<file path="src/dims_cfg.svh">
/*
  offsets, field positions, reset values and encodings of the dma and
  interrupt mode select block.
  assumes inclusion by bare name from the package and the top module.
*/
`ifndef DIMS_CFG_SVH
`define DIMS_CFG_SVH

// ----------------------------------------------------------------
// register byte offsets
// ----------------------------------------------------------------
`define DIMS_OFS_CTRL        8'h00
`define DIMS_OFS_CONF        8'h04
`define DIMS_OFS_STAT        8'h08
`define DIMS_OFS_ROUTE       8'h0c

// ----------------------------------------------------------------
// control register fields
// ----------------------------------------------------------------
`define DIMS_CTRL_W          10
`define DIMS_CTRL_IRQSEL_LSB 0
`define DIMS_CTRL_IRQSEL_MSB 2
`define DIMS_CTRL_SENSE_BIT  3
`define DIMS_CTRL_DAC0_BIT   4
`define DIMS_CTRL_DAC1_BIT   5
`define DIMS_CTRL_MODE_LSB   4
`define DIMS_CTRL_MODE_MSB   9
`define DIMS_CTRL_RST        10'h000

// ----------------------------------------------------------------
// configuration and status fields
// ----------------------------------------------------------------
`define DIMS_CONF_NONREF_SINGLE_ENDED_CONFIG_BIT   0
`define DIMS_CONF_RST        1'b0
`define DIMS_STAT_IRQ_BIT    0

// ----------------------------------------------------------------
// pending source bits
// ----------------------------------------------------------------
`define DIMS_PEND_ADC        0
`define DIMS_PEND_DAC0       1
`define DIMS_PEND_DAC1       2

// ----------------------------------------------------------------
// bus responses
// ----------------------------------------------------------------
`define DIMS_RESP_OKAY       2'b00
`define DIMS_RESP_SLVERR     2'b10

// ----------------------------------------------------------------
// host interrupt levels per select code
// ----------------------------------------------------------------
`define DIMS_LVL_0           4'h3
`define DIMS_LVL_1           4'h4
`define DIMS_LVL_2           4'h5
`define DIMS_LVL_3           4'h7
`define DIMS_LVL_4           4'ha
`define DIMS_LVL_5           4'hb
`define DIMS_LVL_6           4'hc
`define DIMS_LVL_7           4'hf

`endif

</file>
<file path="src/dims_pkg.sv">
/*
  types of the dma and interrupt mode select block.
  assumes dims_cfg.svh on the include path.
*/
package dims_pkg;
  `include "dims_cfg.svh"

  typedef enum logic [2:0] {
    DIMS_SRC_NONE  = 3'h0,
    DIMS_SRC_DAC0  = 3'h1,
    DIMS_SRC_DAC1  = 3'h2,
    DIMS_SRC_DAC01 = 3'h3,
    DIMS_SRC_ADC   = 3'h4
  } dims_src_t;

  typedef struct packed {
    dims_src_t src_a;
    dims_src_t src_b;
    logic      dbl_buf;
    logic      sync_dual;
    logic      irq_adc;
    logic      irq_timer;
  } dims_route_t;

  typedef enum logic [1:0] {
    DIMS_RD_IDLE = 2'b01,
    DIMS_RD_DATA = 2'b10
  } dims_rd_t;

  typedef struct packed {
    logic [9:0]  ctrl;
    logic        nonref_single_ended_config;
    logic        aw_got;
    logic [7:0]  awaddr;
    logic        w_got;
    logic [31:0] wdata;
    logic [3:0]  wstrb;
    logic        bvalid;
    logic [1:0]  bresp;
    dims_rd_t    rd;
    logic [31:0] rdata;
    logic [1:0]  rresp;
    logic [2:0]  pend;
    logic        dac_turn;
    logic        ab_sel;
    logic        irq_pend;
  } dims_state_t;
endpackage

</file>
<file path="src/dims_route_if.sv">
/*
  carries the six-bit mode code to the decoder and the routing back.
  assumes both ends in the same clock domain; the path is combinational.
*/
`timescale 1ns/1ps
interface dims_route_if;
  import dims_pkg::*;
  logic [5:0]  mode;
  dims_route_t route;
  modport dec (input mode, output route);
  modport usr (output mode, input route);
endinterface

</file>
<file path="src/dims_route_decoder.sv">
/*
  decodes the mode code into channel sources and interrupt causes.
  assumes the mode code order int, chan a, chan b, adc, dac1, dac0.
*/
`timescale 1ns/1ps
module dims_route_decoder
  import dims_pkg::*;
(
  // mode in, routing out
  dims_route_if.dec rif
);

  // ----------------------------------------------------------------
  // decode
  // ----------------------------------------------------------------
  function automatic dims_src_t dims_dac_src(input logic [1:0] dac);
    case (dac)
      2'b01:   dims_dac_src = DIMS_SRC_DAC0;
      2'b10:   dims_dac_src = DIMS_SRC_DAC1;
      2'b11:   dims_dac_src = DIMS_SRC_DAC01;
      default: dims_dac_src = DIMS_SRC_NONE;
    endcase
  endfunction

  logic       im;
  logic       cha;
  logic       chb;
  logic       adc;
  logic [1:0] dac;

  assign {im, cha, chb, adc, dac} = rif.mode;

  always_comb begin
    rif.route = '0;
    if (!cha && !chb) begin
      rif.route.irq_adc   = im & adc;
      rif.route.irq_timer = im & (dac != 2'b00);
    end else if (cha ^ chb) begin
      if (adc && dac == 2'b00) begin
        if (cha) begin
          rif.route.src_a = DIMS_SRC_ADC;
        end else begin
          rif.route.src_b = DIMS_SRC_ADC;
        end
        rif.route.irq_timer = im;
      end else if (!adc && dac != 2'b00) begin
        if (cha) begin
          rif.route.src_a = dims_dac_src(dac);
        end else begin
          rif.route.src_b = dims_dac_src(dac);
        end
        rif.route.irq_adc = im;
      end
    end else if (!adc) begin
      rif.route.irq_adc = im;
      if (dac == 2'b11) begin
        rif.route.src_a     = DIMS_SRC_DAC0;
        rif.route.src_b     = DIMS_SRC_DAC1;
        rif.route.sync_dual = 1'b1;
      end else begin
        rif.route.src_a   = (dac == 2'b00) ? DIMS_SRC_DAC01 : dims_dac_src(dac);
        rif.route.src_b   = rif.route.src_a;
        rif.route.dbl_buf = 1'b1;
      end
    end else if (dac == 2'b00) begin
      rif.route.src_a     = DIMS_SRC_ADC;
      rif.route.src_b     = DIMS_SRC_ADC;
      rif.route.dbl_buf   = 1'b1;
      rif.route.irq_timer = im;
    end else if (im) begin
      rif.route.src_a = dims_dac_src(dac);
      rif.route.src_b = DIMS_SRC_ADC;
    end else begin
      rif.route.src_a = DIMS_SRC_ADC;
      rif.route.src_b = dims_dac_src(dac);
    end
  end

endmodule

</file>
<file path="src/dims_mode_select.sv">
/*
  dma and interrupt mode select: axi4-lite registers, dma request
  routing for two channels, host interrupt level steering, sense pin drive.
  assumes event inputs are one-cycle pulses synchronous to aclk and that
  the host dma controller raises an ack for one cycle per transfer.
*/
`timescale 1ns/1ps
`include "dims_cfg.svh"

// Contract
// - decode six-bit mode code into routing
// - 101010: channel b feeds dac1, adc interrupt
// - 101011: channel b feeds both dacs, adc interrupt
// - 101100: adc out on channel b, timer interrupt
// - 111000: a/b double-buffer both dacs, adc interrupt
// - 111001/111010: a/b double-buffer one dac
// - 111011: a/b synchronized to both dacs
// - 111100: adc double-buffered on a/b, timer interrupt
// - 111101-111111: a feeds dacs, b carries adc
// - dac1 enable gates dac1 requests, except 111000/011000, which double-buffer both dacs
// - dac0 enable gates dac0 requests, except 111000/011000, which double-buffer both dacs
// - sense pin grounded only when enabled, not nonref_single_ended_config
// - select code maps to host interrupt level
module dims_mode_select
  import dims_pkg::*;
(
  // clock and reset
  input  wire logic        aclk,
  input  wire logic        aresetn,
  // axi4-lite write address
  input  wire logic [7:0]  s_axi_awaddr,
  input  wire logic [2:0]  s_axi_awprot,
  input  wire logic        s_axi_awvalid,
  output      logic        s_axi_awready,
  // axi4-lite write data
  input  wire logic [31:0] s_axi_wdata,
  input  wire logic [3:0]  s_axi_wstrb,
  input  wire logic        s_axi_wvalid,
  output      logic        s_axi_wready,
  // axi4-lite write response
  output      logic [1:0]  s_axi_bresp,
  output      logic        s_axi_bvalid,
  input  wire logic        s_axi_bready,
  // axi4-lite read address
  input  wire logic [7:0]  s_axi_araddr,
  input  wire logic [2:0]  s_axi_arprot,
  input  wire logic        s_axi_arvalid,
  output      logic        s_axi_arready,
  // axi4-lite read data
  output      logic [31:0] s_axi_rdata,
  output      logic [1:0]  s_axi_rresp,
  output      logic        s_axi_rvalid,
  input  wire logic        s_axi_rready,
  // converter and timer events
  input  wire logic        adc_done,
  input  wire logic        timer_event,
  input  wire logic        dac0_ready,
  input  wire logic        dac1_ready,
  // host dma handshake
  output      logic        dma_req_a,
  input  wire logic        dma_ack_a,
  output      logic        dma_req_b,
  input  wire logic        dma_ack_b,
  // host interrupt lines, one per select code
  output      logic [7:0]  irq_o,
  output      logic [7:0]  irq_oe_n,
  // analog sense pin
  input  wire logic        sense_i,
  output      logic        sense_o,
  output      logic        sense_oe_n
);

  // ----------------------------------------------------------------
  // helpers
  // ----------------------------------------------------------------
  function automatic logic [31:0] dims_merge(input logic [31:0] old,
                                             input logic [31:0] data,
                                             input logic [3:0]  strb);
    logic [31:0] res;
    res = old;
    for (int i = 0; i < 4; i++) begin
      if (strb[i]) begin
        res[i*8 +: 8] = data[i*8 +: 8];
      end
    end
    dims_merge = res;
  endfunction

  function automatic logic [3:0] dims_level(input logic [2:0] sel);
    case (sel)
      3'h0:    dims_level = `DIMS_LVL_0;
      3'h1:    dims_level = `DIMS_LVL_1;
      3'h2:    dims_level = `DIMS_LVL_2;
      3'h3:    dims_level = `DIMS_LVL_3;
      3'h4:    dims_level = `DIMS_LVL_4;
      3'h5:    dims_level = `DIMS_LVL_5;
      3'h6:    dims_level = `DIMS_LVL_6;
      default: dims_level = `DIMS_LVL_7;
    endcase
  endfunction

  // one-hot pending source that a channel with this source would serve
  function automatic logic [2:0] dims_pick(input dims_src_t s,
                                           input logic [2:0] pend,
                                           input logic       turn);
    case (s)
      DIMS_SRC_ADC:   dims_pick = pend & 3'h1;
      DIMS_SRC_DAC0:  dims_pick = pend & 3'h2;
      DIMS_SRC_DAC1:  dims_pick = pend & 3'h4;
      DIMS_SRC_DAC01: begin
        if (pend[2:1] == 2'b11) begin
          dims_pick = turn ? 3'h4 : 3'h2;
        end else begin
          dims_pick = pend & 3'h6;
        end
      end
      default:        dims_pick = 3'h0;
    endcase
  endfunction

  function automatic logic [2:0] dims_uses(input dims_src_t s);
    case (s)
      DIMS_SRC_ADC:   dims_uses = 3'h1;
      DIMS_SRC_DAC0:  dims_uses = 3'h2;
      DIMS_SRC_DAC1:  dims_uses = 3'h4;
      DIMS_SRC_DAC01: dims_uses = 3'h6;
      default:        dims_uses = 3'h0;
    endcase
  endfunction

  // ----------------------------------------------------------------
  // mode decode
  // ----------------------------------------------------------------
  dims_state_t st_ff;
  dims_state_t nxt_st;
  dims_route_t route;

  dims_route_if rif ();

  assign rif.mode = st_ff.ctrl[`DIMS_CTRL_MODE_MSB:`DIMS_CTRL_MODE_LSB];
  assign route    = rif.route;

  dims_route_decoder u_dec (
    .rif (rif)
  );

  // ----------------------------------------------------------------
  // request routing
  // ----------------------------------------------------------------
  logic [2:0] pick_a;
  logic [2:0] pick_b;
  logic [2:0] served;
  logic       dac_ints;
  logic       req_a;
  logic       req_b;
  logic [2:0] irq_sel;

  assign pick_a   = dims_pick(route.src_a, st_ff.pend, st_ff.dac_turn);
  assign pick_b   = dims_pick(route.src_b, st_ff.pend, st_ff.dac_turn);
  // dac sources only reach a channel through their enable bits, except
  // the double-buffered both-dacs code, which names both dacs itself
  assign served   = dims_uses(route.src_a) | dims_uses(route.src_b);
  // with no channel enabled and the int bit clear, a dac request becomes a host interrupt
  assign dac_ints = (rif.mode[4:3] == 2'b00) && !rif.mode[5];

  always_comb begin
    if (route.sync_dual) begin
      req_a = st_ff.pend[`DIMS_PEND_DAC0] & st_ff.pend[`DIMS_PEND_DAC1];
      req_b = req_a;
    end else if (route.dbl_buf) begin
      req_a = (pick_a != 3'h0) && !st_ff.ab_sel;
      req_b = (pick_b != 3'h0) && st_ff.ab_sel;
    end else begin
      req_a = (pick_a != 3'h0);
      req_b = (pick_b != 3'h0);
    end
  end

  assign dma_req_a = req_a;
  assign dma_req_b = req_b;

  // ----------------------------------------------------------------
  // host interrupt and sense pin
  // ----------------------------------------------------------------
  assign irq_sel = st_ff.ctrl[`DIMS_CTRL_IRQSEL_MSB:`DIMS_CTRL_IRQSEL_LSB];
  assign irq_o   = {8{st_ff.irq_pend}};

  always_comb begin
    irq_oe_n = 8'hff;
    irq_oe_n[irq_sel] = 1'b0;
  end

  // ground is the only level ever driven; nonref_single_ended_config always wins
  assign sense_o    = 1'b0;
  assign sense_oe_n = !(st_ff.ctrl[`DIMS_CTRL_SENSE_BIT] && !st_ff.nonref_single_ended_config);

  // ----------------------------------------------------------------
  // bus outputs
  // ----------------------------------------------------------------
  assign s_axi_awready = !st_ff.aw_got && !st_ff.bvalid;
  assign s_axi_wready  = !st_ff.w_got && !st_ff.bvalid;
  assign s_axi_bvalid  = st_ff.bvalid;
  assign s_axi_bresp   = st_ff.bresp;
  assign s_axi_arready = (st_ff.rd == DIMS_RD_IDLE);
  assign s_axi_rvalid  = (st_ff.rd == DIMS_RD_DATA);
  assign s_axi_rdata   = st_ff.rdata;
  assign s_axi_rresp   = st_ff.rresp;

  // ----------------------------------------------------------------
  // next state
  // ----------------------------------------------------------------
  logic        aw_hs;
  logic        w_hs;
  logic        aw_eff;
  logic        w_eff;
  logic [7:0]  wr_addr;
  logic [31:0] wr_data;
  logic [3:0]  wr_strb;
  logic [2:0]  clr;
  logic [2:0]  set;
  logic        irq_set;
  logic        irq_clr;
  logic [31:0] rd_word;
  logic        rd_ok;
  logic [31:0] ctrl_word;

  always_comb begin
    nxt_st  = st_ff;
    aw_hs   = s_axi_awvalid && s_axi_awready;
    w_hs    = s_axi_wvalid && s_axi_wready;
    aw_eff  = st_ff.aw_got || aw_hs;
    w_eff   = st_ff.w_got || w_hs;
    wr_addr = st_ff.aw_got ? st_ff.awaddr : s_axi_awaddr;
    wr_data = st_ff.w_got ? st_ff.wdata : s_axi_wdata;
    wr_strb = st_ff.w_got ? st_ff.wstrb : s_axi_wstrb;
    irq_clr = 1'b0;
    clr     = 3'h0;
    rd_word = 32'h0000_0000;
    rd_ok   = 1'b1;
    ctrl_word = 32'h0000_0000;

    // write: address and data in either order, response after both
    if (aw_eff && w_eff && !st_ff.bvalid) begin
      nxt_st.aw_got = 1'b0;
      nxt_st.w_got  = 1'b0;
      nxt_st.bvalid = 1'b1;
      nxt_st.bresp  = `DIMS_RESP_OKAY;
      case (wr_addr)
        `DIMS_OFS_CTRL:  begin
          ctrl_word   = dims_merge({22'h0, st_ff.ctrl}, wr_data, wr_strb);
          nxt_st.ctrl = ctrl_word[9:0];
        end
        `DIMS_OFS_CONF:  begin
          if (wr_strb[0]) begin
            nxt_st.nonref_single_ended_config = wr_data[`DIMS_CONF_NONREF_SINGLE_ENDED_CONFIG_BIT];
          end
        end
        `DIMS_OFS_STAT:  irq_clr = wr_strb[0] && wr_data[`DIMS_STAT_IRQ_BIT];
        `DIMS_OFS_ROUTE: nxt_st.bresp = `DIMS_RESP_OKAY;
        default:         nxt_st.bresp = `DIMS_RESP_SLVERR;
      endcase
    end else begin
      if (aw_hs) begin
        nxt_st.aw_got = 1'b1;
        nxt_st.awaddr = s_axi_awaddr;
      end
      if (w_hs) begin
        nxt_st.w_got = 1'b1;
        nxt_st.wdata = s_axi_wdata;
        nxt_st.wstrb = s_axi_wstrb;
      end
    end
    if (st_ff.bvalid && s_axi_bready) begin
      nxt_st.bvalid = 1'b0;
    end

    // read: one outstanding, data one cycle after the address
    case (s_axi_araddr)
      `DIMS_OFS_CTRL:  rd_word = {22'h0, st_ff.ctrl};
      `DIMS_OFS_CONF:  rd_word = {31'h0, st_ff.nonref_single_ended_config};
      `DIMS_OFS_STAT:  rd_word = {20'h0, st_ff.ab_sel, st_ff.pend,
                                  dims_level(irq_sel), sense_i, req_b, req_a,
                                  st_ff.irq_pend};
      `DIMS_OFS_ROUTE: rd_word = {22'h0, route};
      default:         rd_ok   = 1'b0;
    endcase
    case (st_ff.rd)
      DIMS_RD_IDLE: begin
        if (s_axi_arvalid) begin
          nxt_st.rd    = DIMS_RD_DATA;
          nxt_st.rdata = rd_word;
          nxt_st.rresp = rd_ok ? `DIMS_RESP_OKAY : `DIMS_RESP_SLVERR;
        end
      end
      DIMS_RD_DATA: begin
        if (s_axi_rready) begin
          nxt_st.rd = DIMS_RD_IDLE;
        end
      end
      default: nxt_st.rd = DIMS_RD_IDLE;
    endcase

    // dma acks retire one pending source each
    if (dma_ack_a && req_a) begin
      clr = clr | (route.sync_dual ? 3'h2 : pick_a);
    end
    if (dma_ack_b && req_b) begin
      clr = clr | (route.sync_dual ? 3'h4 : pick_b);
    end
    if (route.dbl_buf && ((dma_ack_a && req_a) || (dma_ack_b && req_b))) begin
      nxt_st.ab_sel = !st_ff.ab_sel;
    end
    if (clr[2:1] != 2'b00 && (route.src_a == DIMS_SRC_DAC01 ||
                              route.src_b == DIMS_SRC_DAC01)) begin
      nxt_st.dac_turn = !st_ff.dac_turn;
    end

    // events arriving with a clear still count
    set = {dac1_ready, dac0_ready, adc_done} & served;
    nxt_st.pend = ((st_ff.pend & ~clr) | set) & served;

    irq_set = (adc_done && route.irq_adc) ||
              (timer_event && route.irq_timer) ||
              (dac_ints && dac1_ready && st_ff.ctrl[`DIMS_CTRL_DAC1_BIT]) ||
              (dac_ints && dac0_ready && st_ff.ctrl[`DIMS_CTRL_DAC0_BIT]);
    nxt_st.irq_pend = (st_ff.irq_pend && !irq_clr) || irq_set;
  end

  // ----------------------------------------------------------------
  // state register
  // ----------------------------------------------------------------
  always_ff @(posedge aclk) begin
    if (!aresetn) begin
      st_ff      <= '0;
      st_ff.ctrl <= `DIMS_CTRL_RST;
      st_ff.nonref_single_ended_config <= `DIMS_CONF_RST;
      st_ff.rd   <= DIMS_RD_IDLE;
    end else begin
      st_ff <= nxt_st;
    end
  end

endmodule

</file>
<file path="config.mk">
export PLATFORM = sky130hd
export DESIGN_NAME = dims_mode_select
export DESIGN_NICKNAME = d
export VERILOG_FILES = /design/src/dims_pkg.sv /design/src/dims_route_if.sv /design/src/dims_route_decoder.sv /design/src/dims_mode_select.sv
export VERILOG_INCLUDE_DIRS = /design/src
export SDC_FILE = /design/constraint.sdc
export NUM_CORES = 1
export LEC_CHECK = 0
export BUFFER_PORTS_ARGS = -buffer_cell sky130_fd_sc_hd__clkbuf_2
export CAP_MARGIN = 30
export CORE_MARGIN = 2
export CORE_UTILIZATION = 49
export CTS_CLUSTER_DIAMETER = 30
export CTS_CLUSTER_SIZE = 12
export DETAILED_ROUTE_END_ITERATION = 10
export PLACE_DENSITY = 0.8
export SYNTH_ARGS = -nofsm -noshare
export SYNTH_HDL_FRONTEND = slang
export SYNTH_SLANG_ARGS = --single-unit
</file>
<file path="constraint.sdc">
create_clock -name aclk -period 2.9 [get_ports aclk]
set_input_delay 0.435 -clock aclk [delete_from_list [all_inputs] [get_ports aclk]]
set_output_delay 0.435 -clock aclk [all_outputs]
set_load 0.005 [all_outputs]
</file>
==> results of run 1 <==
==> cells in the final DEF (no fill, tap or decap), types with 3 or more instances in the layout <==
cell type,n
a211oi_1,6
a31oi_1,4
nand2b_1,8
clkbuf_2,79
and2_1,3
a22oi_1,9
conb_1,23
a21oi_1,19
buf_4,8
nor3_1,8
a21o_1,3
nand3_1,10
nor4_1,3
clkbuf_8,6
nand3b_1,4
a211oi_2,3
dfxtp_1,56
mux2i_1,33
o21ai_0,15
nor2_1,61
nor2b_1,8
nand2_1,25
nor2_2,4
a22o_1,9
inv_1,8
mux2_2,9
o22ai_1,3
==> power by group <==
part	switching [mW]	leakage [nW]	internal (mW)
registers	0.0214	0.454	0.794
logic	0.130	1.19	0.100
clock network	0.262	0.0445	0.195
==> flip-flops by register name, summed over array words and instances (netlist names) <==
register	count
s_axi_rdata	12
s_axi_rresp	1
irq_sel	3
s_axi_bresp	1
s_axi_bvalid	1
irq_o	1
rif.mode	6
st_ff	31
==> worst max-delay path: cells and delay by family (launching register included) <==
family | cells | cell delay (ns)
flops | 1 | 0.39
compound gates | 4 | 0.86
simple gates | 2 | 0.17
buf+inv | 2 | 0.21
fa+ha+maj | 1 | 0.36
==> final cells by class <==
cell class / instances / area [um2] / share of cell area
clock buffer: 7 / 86.3 / 0.0225
clock inverter: 1 / 7.51 / 0.00196
inverter: 9 / 33.8 / 0.00882
multi-input combinational: 312 / 2000 / 0.523
sequential: 56 / 1120 / 0.293
tap: 99 / 124 / 0.0324
timing repair buffer: 87 / 455 / 0.119
==> kinds of logic (layout without fill, tap and decap cells) <==
kind of cell	count (synthesis)	in the layout	share of synthesized area
buf+inv	83	104	0.150
other cells	1	23	0.00105
compound gates	97	97	0.194
simple gates	147	147	0.207
flops	56	56	0.314
fa+ha+maj	2	2	0.00632
mux	43	43	0.127
==> routing by layer <==
layer / GRT usage / wire length, um / vias to the layer above / part of all wire
li1: - / - / 1531 / -
met1: 0.269 / 3740 / 1476 / 0.45
met2: 0.331 / 3900 / 134 / 0.47
met3: 0.0434 / 532 / 12 / 0.064
met4: 0.0665 / 119 / 0 / 0.014
met5: 0 / 0 / - / 0
==> worst paths after layout <==
check | startpoint | to | slack, ns | cells past startpoint
max | rif.mode[3]$_SDFFE_PN0P_ | dma_req_a | 0.17 | 9
min | s_axi_wdata[2] | st_ff[51]$_SDFFE_PN0P_ | 0.37 | 3
max reg2reg | rif.mode[3]$_SDFFE_PN0P_ | st_ff[2]$_SDFFE_PN0P_ | 0.42 | 10
min reg2reg | s_axi_rdata[11]$_SDFFE_PN0P_ | s_axi_rdata[11]$_SDFFE_PN0P_ | 0.46 | 2
==> stage by stage <==
step / cells / total power, mW
after CTS: 571 / 1.50
final: 571 / 1.50
after global placement: 563 / 1.05
after global routing: 571 / 1.57
after detailed placement: 563 / 1.06
after floorplan: 451 / 1.01
==> repair_timing <==
| action | 4_1_cts | 5_1_grt |
|---|---|---|
| setup endpoints to repair | 1 | 1 |
| resized for setup | 1 | 3 |
| endpoints found under the hold margin | 0 | 0 |
| buffers inserted | 0 | 0 |
==> key figures, run 1 <==
Die
  – Core outline area: 7140 um2
  – IO Pins: 133
  – Initial Utilization: 0.499
  – DIE AREA: 7970 um2
  – Row count: 31
  – Die width: 89.3 um
  – Die height: 89.3 um

Worst setup path
  – Data arrival time of the worst path: 2.29 ns
  – Cells along the critical path: inv_1, ha_2, o21ba_2, a221oi_2, nand2_1, o211ai_1, nand2_1, o21ai_0, clkbuf_2
  – CP Data Required Time: 2.47 ns
  – Max incr delay on CP: 0.47 ns
  – Critical Path Sink Type: primary output
  – Slowest-stage cell, CP: a221oi_2
  – Most frequent CP cell: nand2_1
  – Startpoint Class: flop
  – CP Class: reg2out
  – CP Max Fanout: 5

STA
  – Final slew viol count: 0
  – Unrepaired setup endpoints after global routing: no
  – Fin crit period: 2.73 ns
  – Final Setup Violations: 0
  – Tcrit/Tclk final: 0.941
  – Hold slack: 0.368 ns
  – Worst Tran Pin Value: 0.802 ns
  – Slew HR: 0.464
  – Final hold violation count: 0
  – Setup TNS: 0 ns
  – Fmax: 0.367 GHz
  – Setup Skew: 0.00680 ns
  – Final Worst Setup Slack: 0.172 ns

Synthesis
  – Seq/Total Area, Yosys: 0.314
  – Synthesized area: 3560 um2
  – Yosys top cell by area: dfxtp_1
  – Most frequent cell after synthesis: nor2_1
  – Post-Syn Instances: 429
  – Yosys reg bits: 56
  – Synth cell count leaders: nor2_1, dfxtp_1, buf_4
  – Ys Warns: 0
  – Synth Flop Type: dfxtp_1
  – Ys async rst share: 0
  – Yosys cell types: 65
  – Synth top area share: 0.314
  – Post-synth EDFFs: 0
  – Mean Syn Cell Area: 8.31 um2
  – Synth area leaders: dfxtp_1, buf_4, mux2i_1, nor2_1, mux2_2

Drt
  – 1st-iter DRT viols: 254
  – Via density: 5.52
  – DR WL/cell: 14.5 um
  – Final wirelength: 8290 um
  – DR vias: 3153
  – DR pass1 iterations: 6
  – Routed Antenna Nets: 0
  – DR DRC count: 0

GRT
  – GRT overflow: 0
  – Initial antenna violation count: 0
  – Pin count of the biggest net entering global routing: 47
  – Total global-route track usage: 0.203
  – Number of global-route vias before repair: 2783
  – First-pass GRT wire length: 12800 um

Clocking
  – CTS Hold Bufs: 0
  – TritonCTS clock tree: done
  – Clk Latency, worst-skew pair: 0.31 ns
  – CTS H-tree depth: 2
  – Sink Count: 56
  – Clk slew on worst S/H paths: 0.10 ns
  – Clock tree root buffer cell: clkbuf_8
  – Clk buf depth: 2
  – TritonCTS buffer count: 5

Status
  – Outcome: finished, final reports clean

Layout
  – Layout Nets: 544
  – Final core utilization: 0.536
  – Share of cells above drive strength 1: 0.258
  – Filler Cells Inserted: 682
  – Antenna cell count: 0
  – Area growth syn-to-layout: 7.41%
  – Final instance area: 3830 um2

Pwr
  – IR drop worst, VDD: 0.000309 V
  – Pwr dens: 392 nW/um2
  – Pleak: 1.69 nW

Placement
  – Post-Place Setup Slack: 0.328 ns
  – Placer Congestion: 0.919
  – Post-DP HPWL: 6220 um
  – Post-DP Area: 3730 um2
  – Port bufs: 79

Hold path
  – HP Class: in2reg

Flow run
  – Max-cap viol count: 0
(Power assumes the default switching activity.)
==> run 2, diff against run 1 <==
- ABC_AREA: unset -> 1
==> run 2 against run 1 <==
First-iteration DRC count is 14% lower. Routed wire length is 0.48% higher. Design area is 0.42% lower. Sequential share of layout area is 0.16 points higher. Synthesized cell count is 19% higher. Critical path depth is 4 higher. Critical path type unchanged. Critical endpoint is now dma_req_b. Highest routed layer unchanged.
==> key figures, run 2 <==
Drt
  – DR pass1 iterations: 5 (-1)
  – DR DRC count: 0 (unchanged)
  – DR WL/cell: 12.6 um (-13%)
  – Final wirelength: 8330 um (+0.48%)
  – 1st-iter DRT viols: 219 (-14%)
  – Via density: 5.12 (-7.3%)
  – DR vias: 3390 (+7.5%)
  – Routed Antenna Nets: 0 (unchanged)

Placement
  – Port bufs: 79 (unchanged)
  – Placer Congestion: 0.884 (-3.8%)
  – Post-Place Setup Slack: 0.362 ns (+0.0335 ns)
  – Post-DP HPWL: 6290 um (+1.1%)

Synthesis
  – Yosys cell types: 45 (-31%)
  – Most frequent cell after synthesis: nand2_1
  – Synth cell count leaders: nand2_1, nor2_1, dfxtp_1
  – Seq/Total Area, Yosys: 0.323 (+0.00885)
  – Synth top area share: 0.323 (+0.00885)
  – Yosys reg bits: 56 (unchanged)
  – Ys Warns: 0 (unchanged)
  – Yosys top cell by area: dfxtp_1
  – Synth area leaders: dfxtp_1, nand2_1, buf_4, o21ai_0, nor2_1
  – Synth Flop Type: dfxtp_1
  – Post-Syn Instances: 511 (+19%)
  – Ys async rst share: 0 (unchanged)
  – Post-synth EDFFs: 0 (unchanged)
  – Synthesized area: 3470 um2 (-2.7%)
  – Mean Syn Cell Area: 6.78 um2 (-18%)

Worst setup path
  – Critical Path Sink Type: primary output
  – CP Data Required Time: 2.47 ns (about the same)
  – R2r setup slk: 0.64 ns (+0.22 ns)
  – CP Max Fanout: 6 (+1)
  – R2R cell count: 16 (+6)
  – CP Class: reg2out
  – Data arrival time of the worst path: 2.26 ns (-0.03 ns)
  – Worst r2r src: rif.mode[3]$_SDFFE_PN0P_
  – Critical R2R Capture: st_ff[1]$_SDFFE_PN0P_
  – Startpoint Class: flop

Hold path
  – Hold Startpoint: s_axi_bready
  – Hold depth: 2 (-1)
  – Hold endpoint: s_axi_bvalid$_SDFFE_PP0P_
  – HP Class: in2reg

Layout
  – Antenna cell count: 0 (unchanged)
  – Area growth syn-to-layout: 9.96%
  – Filler Cells Inserted: 670 (-1.8%)
  – Share of cells above drive strength 1: 0.244 (-0.0147)
  – Max reg flops: 31 (unchanged)
  – Most common cell after layout, fill and taps aside: nand2_1
  – Reg area: 1120 um2 (+0.11%)
  – Layout Nets: 638 (+17%)
  – Multi-input logic area: 1810 um2 (-9.4%)
  – Reg with most FFs: st_ff
  – Most frequent cells in the layout: nand2_1, clkbuf_2, nor2_1, dfxtp_1

STA
  – Slew HR: 0.618 (+0.153)
  – Tcrit/Tclk final: 0.929 (-0.0114)
  – Setup Skew: 0.0134 ns (+0.00663 ns)
  – Final Worst Setup Slack: 0.204 ns (+0.0329 ns)
  – Final slew viol count: 0 (unchanged)
  – Fin crit period: 2.70 ns (-0.0329 ns)
  – Fmax: 0.371 GHz (+1.2%)
  – Setup TNS: 0 ns (unchanged)
  – Unrepaired setup endpoints after global routing: no
  – Final Setup Violations: 0 (unchanged)
  – Final hold violation count: 0 (unchanged)
  – Worst Tran Pin Value: 0.568 ns (-0.235 ns)

Flow run
  – Max-cap viol count: 0 (unchanged)

Clocking
  – Clk Latency, worst-skew pair: 0.32 ns (about the same)
  – CTS Hold Bufs: 0 (unchanged)
  – TritonCTS buffer count: 5 (unchanged)
  – Clock tree root buffer cell: clkbuf_8
  – Sink Count: 56 (unchanged)
  – TritonCTS clock tree: done
  – Clk slew on worst S/H paths: 0.10 ns (about the same)
  – CTS H-tree depth: 2 (unchanged)
  – Clk buf depth: 2 (unchanged)

Die
  – DIE AREA: 7760 um2 (-2.6%)
  – Core outline area: 6830 um2 (-4.3%)
  – Initial Utilization: 0.508 (+0.00804)
  – Die height: 88.1 um (-1.3%)
  – IO Pins: 133 (unchanged)
  – Die width: 88.1 um (-1.3%)
  – Row count: 30 (-3.2%)

GRT
  – Initial antenna violation count: 0 (unchanged)
  – First-pass GRT wire length: 13700 um (+7.2%)
  – Total global-route track usage: 0.216 (+0.0128)
  – GRT overflow: 0 (unchanged)
  – Pin count of the biggest net entering global routing: 40 (-15%)
  – Number of global-route vias before repair: 3108 (+12%)

Pwr
  – Final Power: 1.94 mW (+29%)
  – Pwr dens: 508 nW/um2 (+29%)
  – IR drop worst, VDD: 0.000434 V (+40%)
  – Pleak: 1.70 nW (+0.50%)

Status
  – Outcome: finished, final reports clean
-- run 2: cell families after synthesis --
| logic type | count (synthesis) | share of synthesized area |
|---|---|---|
| buffers and inverters | 117 | 0.181 |
| adders and majority gates | 1 | 0.00361 |
| and+or+nand+nor | 218 | 0.294 |
| other | 1 | 0.00108 |
| AOI/OAI and AO/OA | 118 | 0.197 |
| DFF | 56 | 0.323 |
-- run 2: how the worst max path moves through the flow --
stage / cells past startpoint / startpoint / slack, ns / to
floorplan: 12 / rif.mode[4]$_SDFFE_PN0P_ / 0.73 / dma_req_b
global placement: 13 / rif.mode[4]$_SDFFE_PN0P_ / 0.41 / dma_req_b
detailed placement: 13 / rif.mode[4]$_SDFFE_PN0P_ / 0.36 / dma_req_b
CTS: 13 / rif.mode[4]$_SDFFE_PN0P_ / 0.0001 / dma_req_b
global route: 16 / rif.mode[3]$_SDFFE_PN0P_ / 0.04 / dma_req_a
finish: 13 / rif.mode[3]$_SDFFE_PN0P_ / 0.20 / dma_req_b
-- run 2: cell type report --
class	instances	share of cell area
clock inverter	2	0.0102
tap	96	0.0315
timing repair buffer	82	0.110
sequential	56	0.294
clock buffer	6	0.0190
inverter	60	0.0597
multi-input combinational	360	0.476
-- run 2: through the flow --
stage	cell area [um2]	hold WS, ns	std cells	utilization
2_1_floorplan	3550	0.429	533	-
3_3_place_gp	3690	0.441	654	0.540
3_5_place_dp	3690	0.446	654	0.540
4_1_cts	3800	0.313	662	0.556
5_1_grt	3810	0.316	662	0.558
6_report	3810	0.308	662	0.558
-- run 2: critical path, stage by stage, from the launching register on --
cell	delay, ns
dfxtp_1	0.33
inv_1	0.17
ha_4	0.27
a21oi_2	0.22
o21ai_1	0.11
nor2_2	0.21
nand2_1	0.07
nand3_1	0.11
o21ai_1	0.10
inv_2	0.06
nand2_2	0.06
nand2_2	0.10
inv_1	0.05
clkbuf_2	0.10
-- run 2: metal layers --
metal	global-route usage	wire [um]
met1	0.292	3700
met2	0.368	4050
met3	0.0349	511
met4	0.0399	63
met5	0	0
-- run 2: power breakdown --
group / internal, mW / leakage [nW] / switching, mW
logic: 0.164 / 1.18 / 0.304
registers: 0.867 / 0.457 / 0.0667
clock network: 0.262 / 0.0558 / 0.273
-- run 2: timing repair --
action	in CTS	in global routing
setup endpoints to repair	0	2
resized for setup	0	3
hold endpoints to repair	0	0
setup buffers	0	0
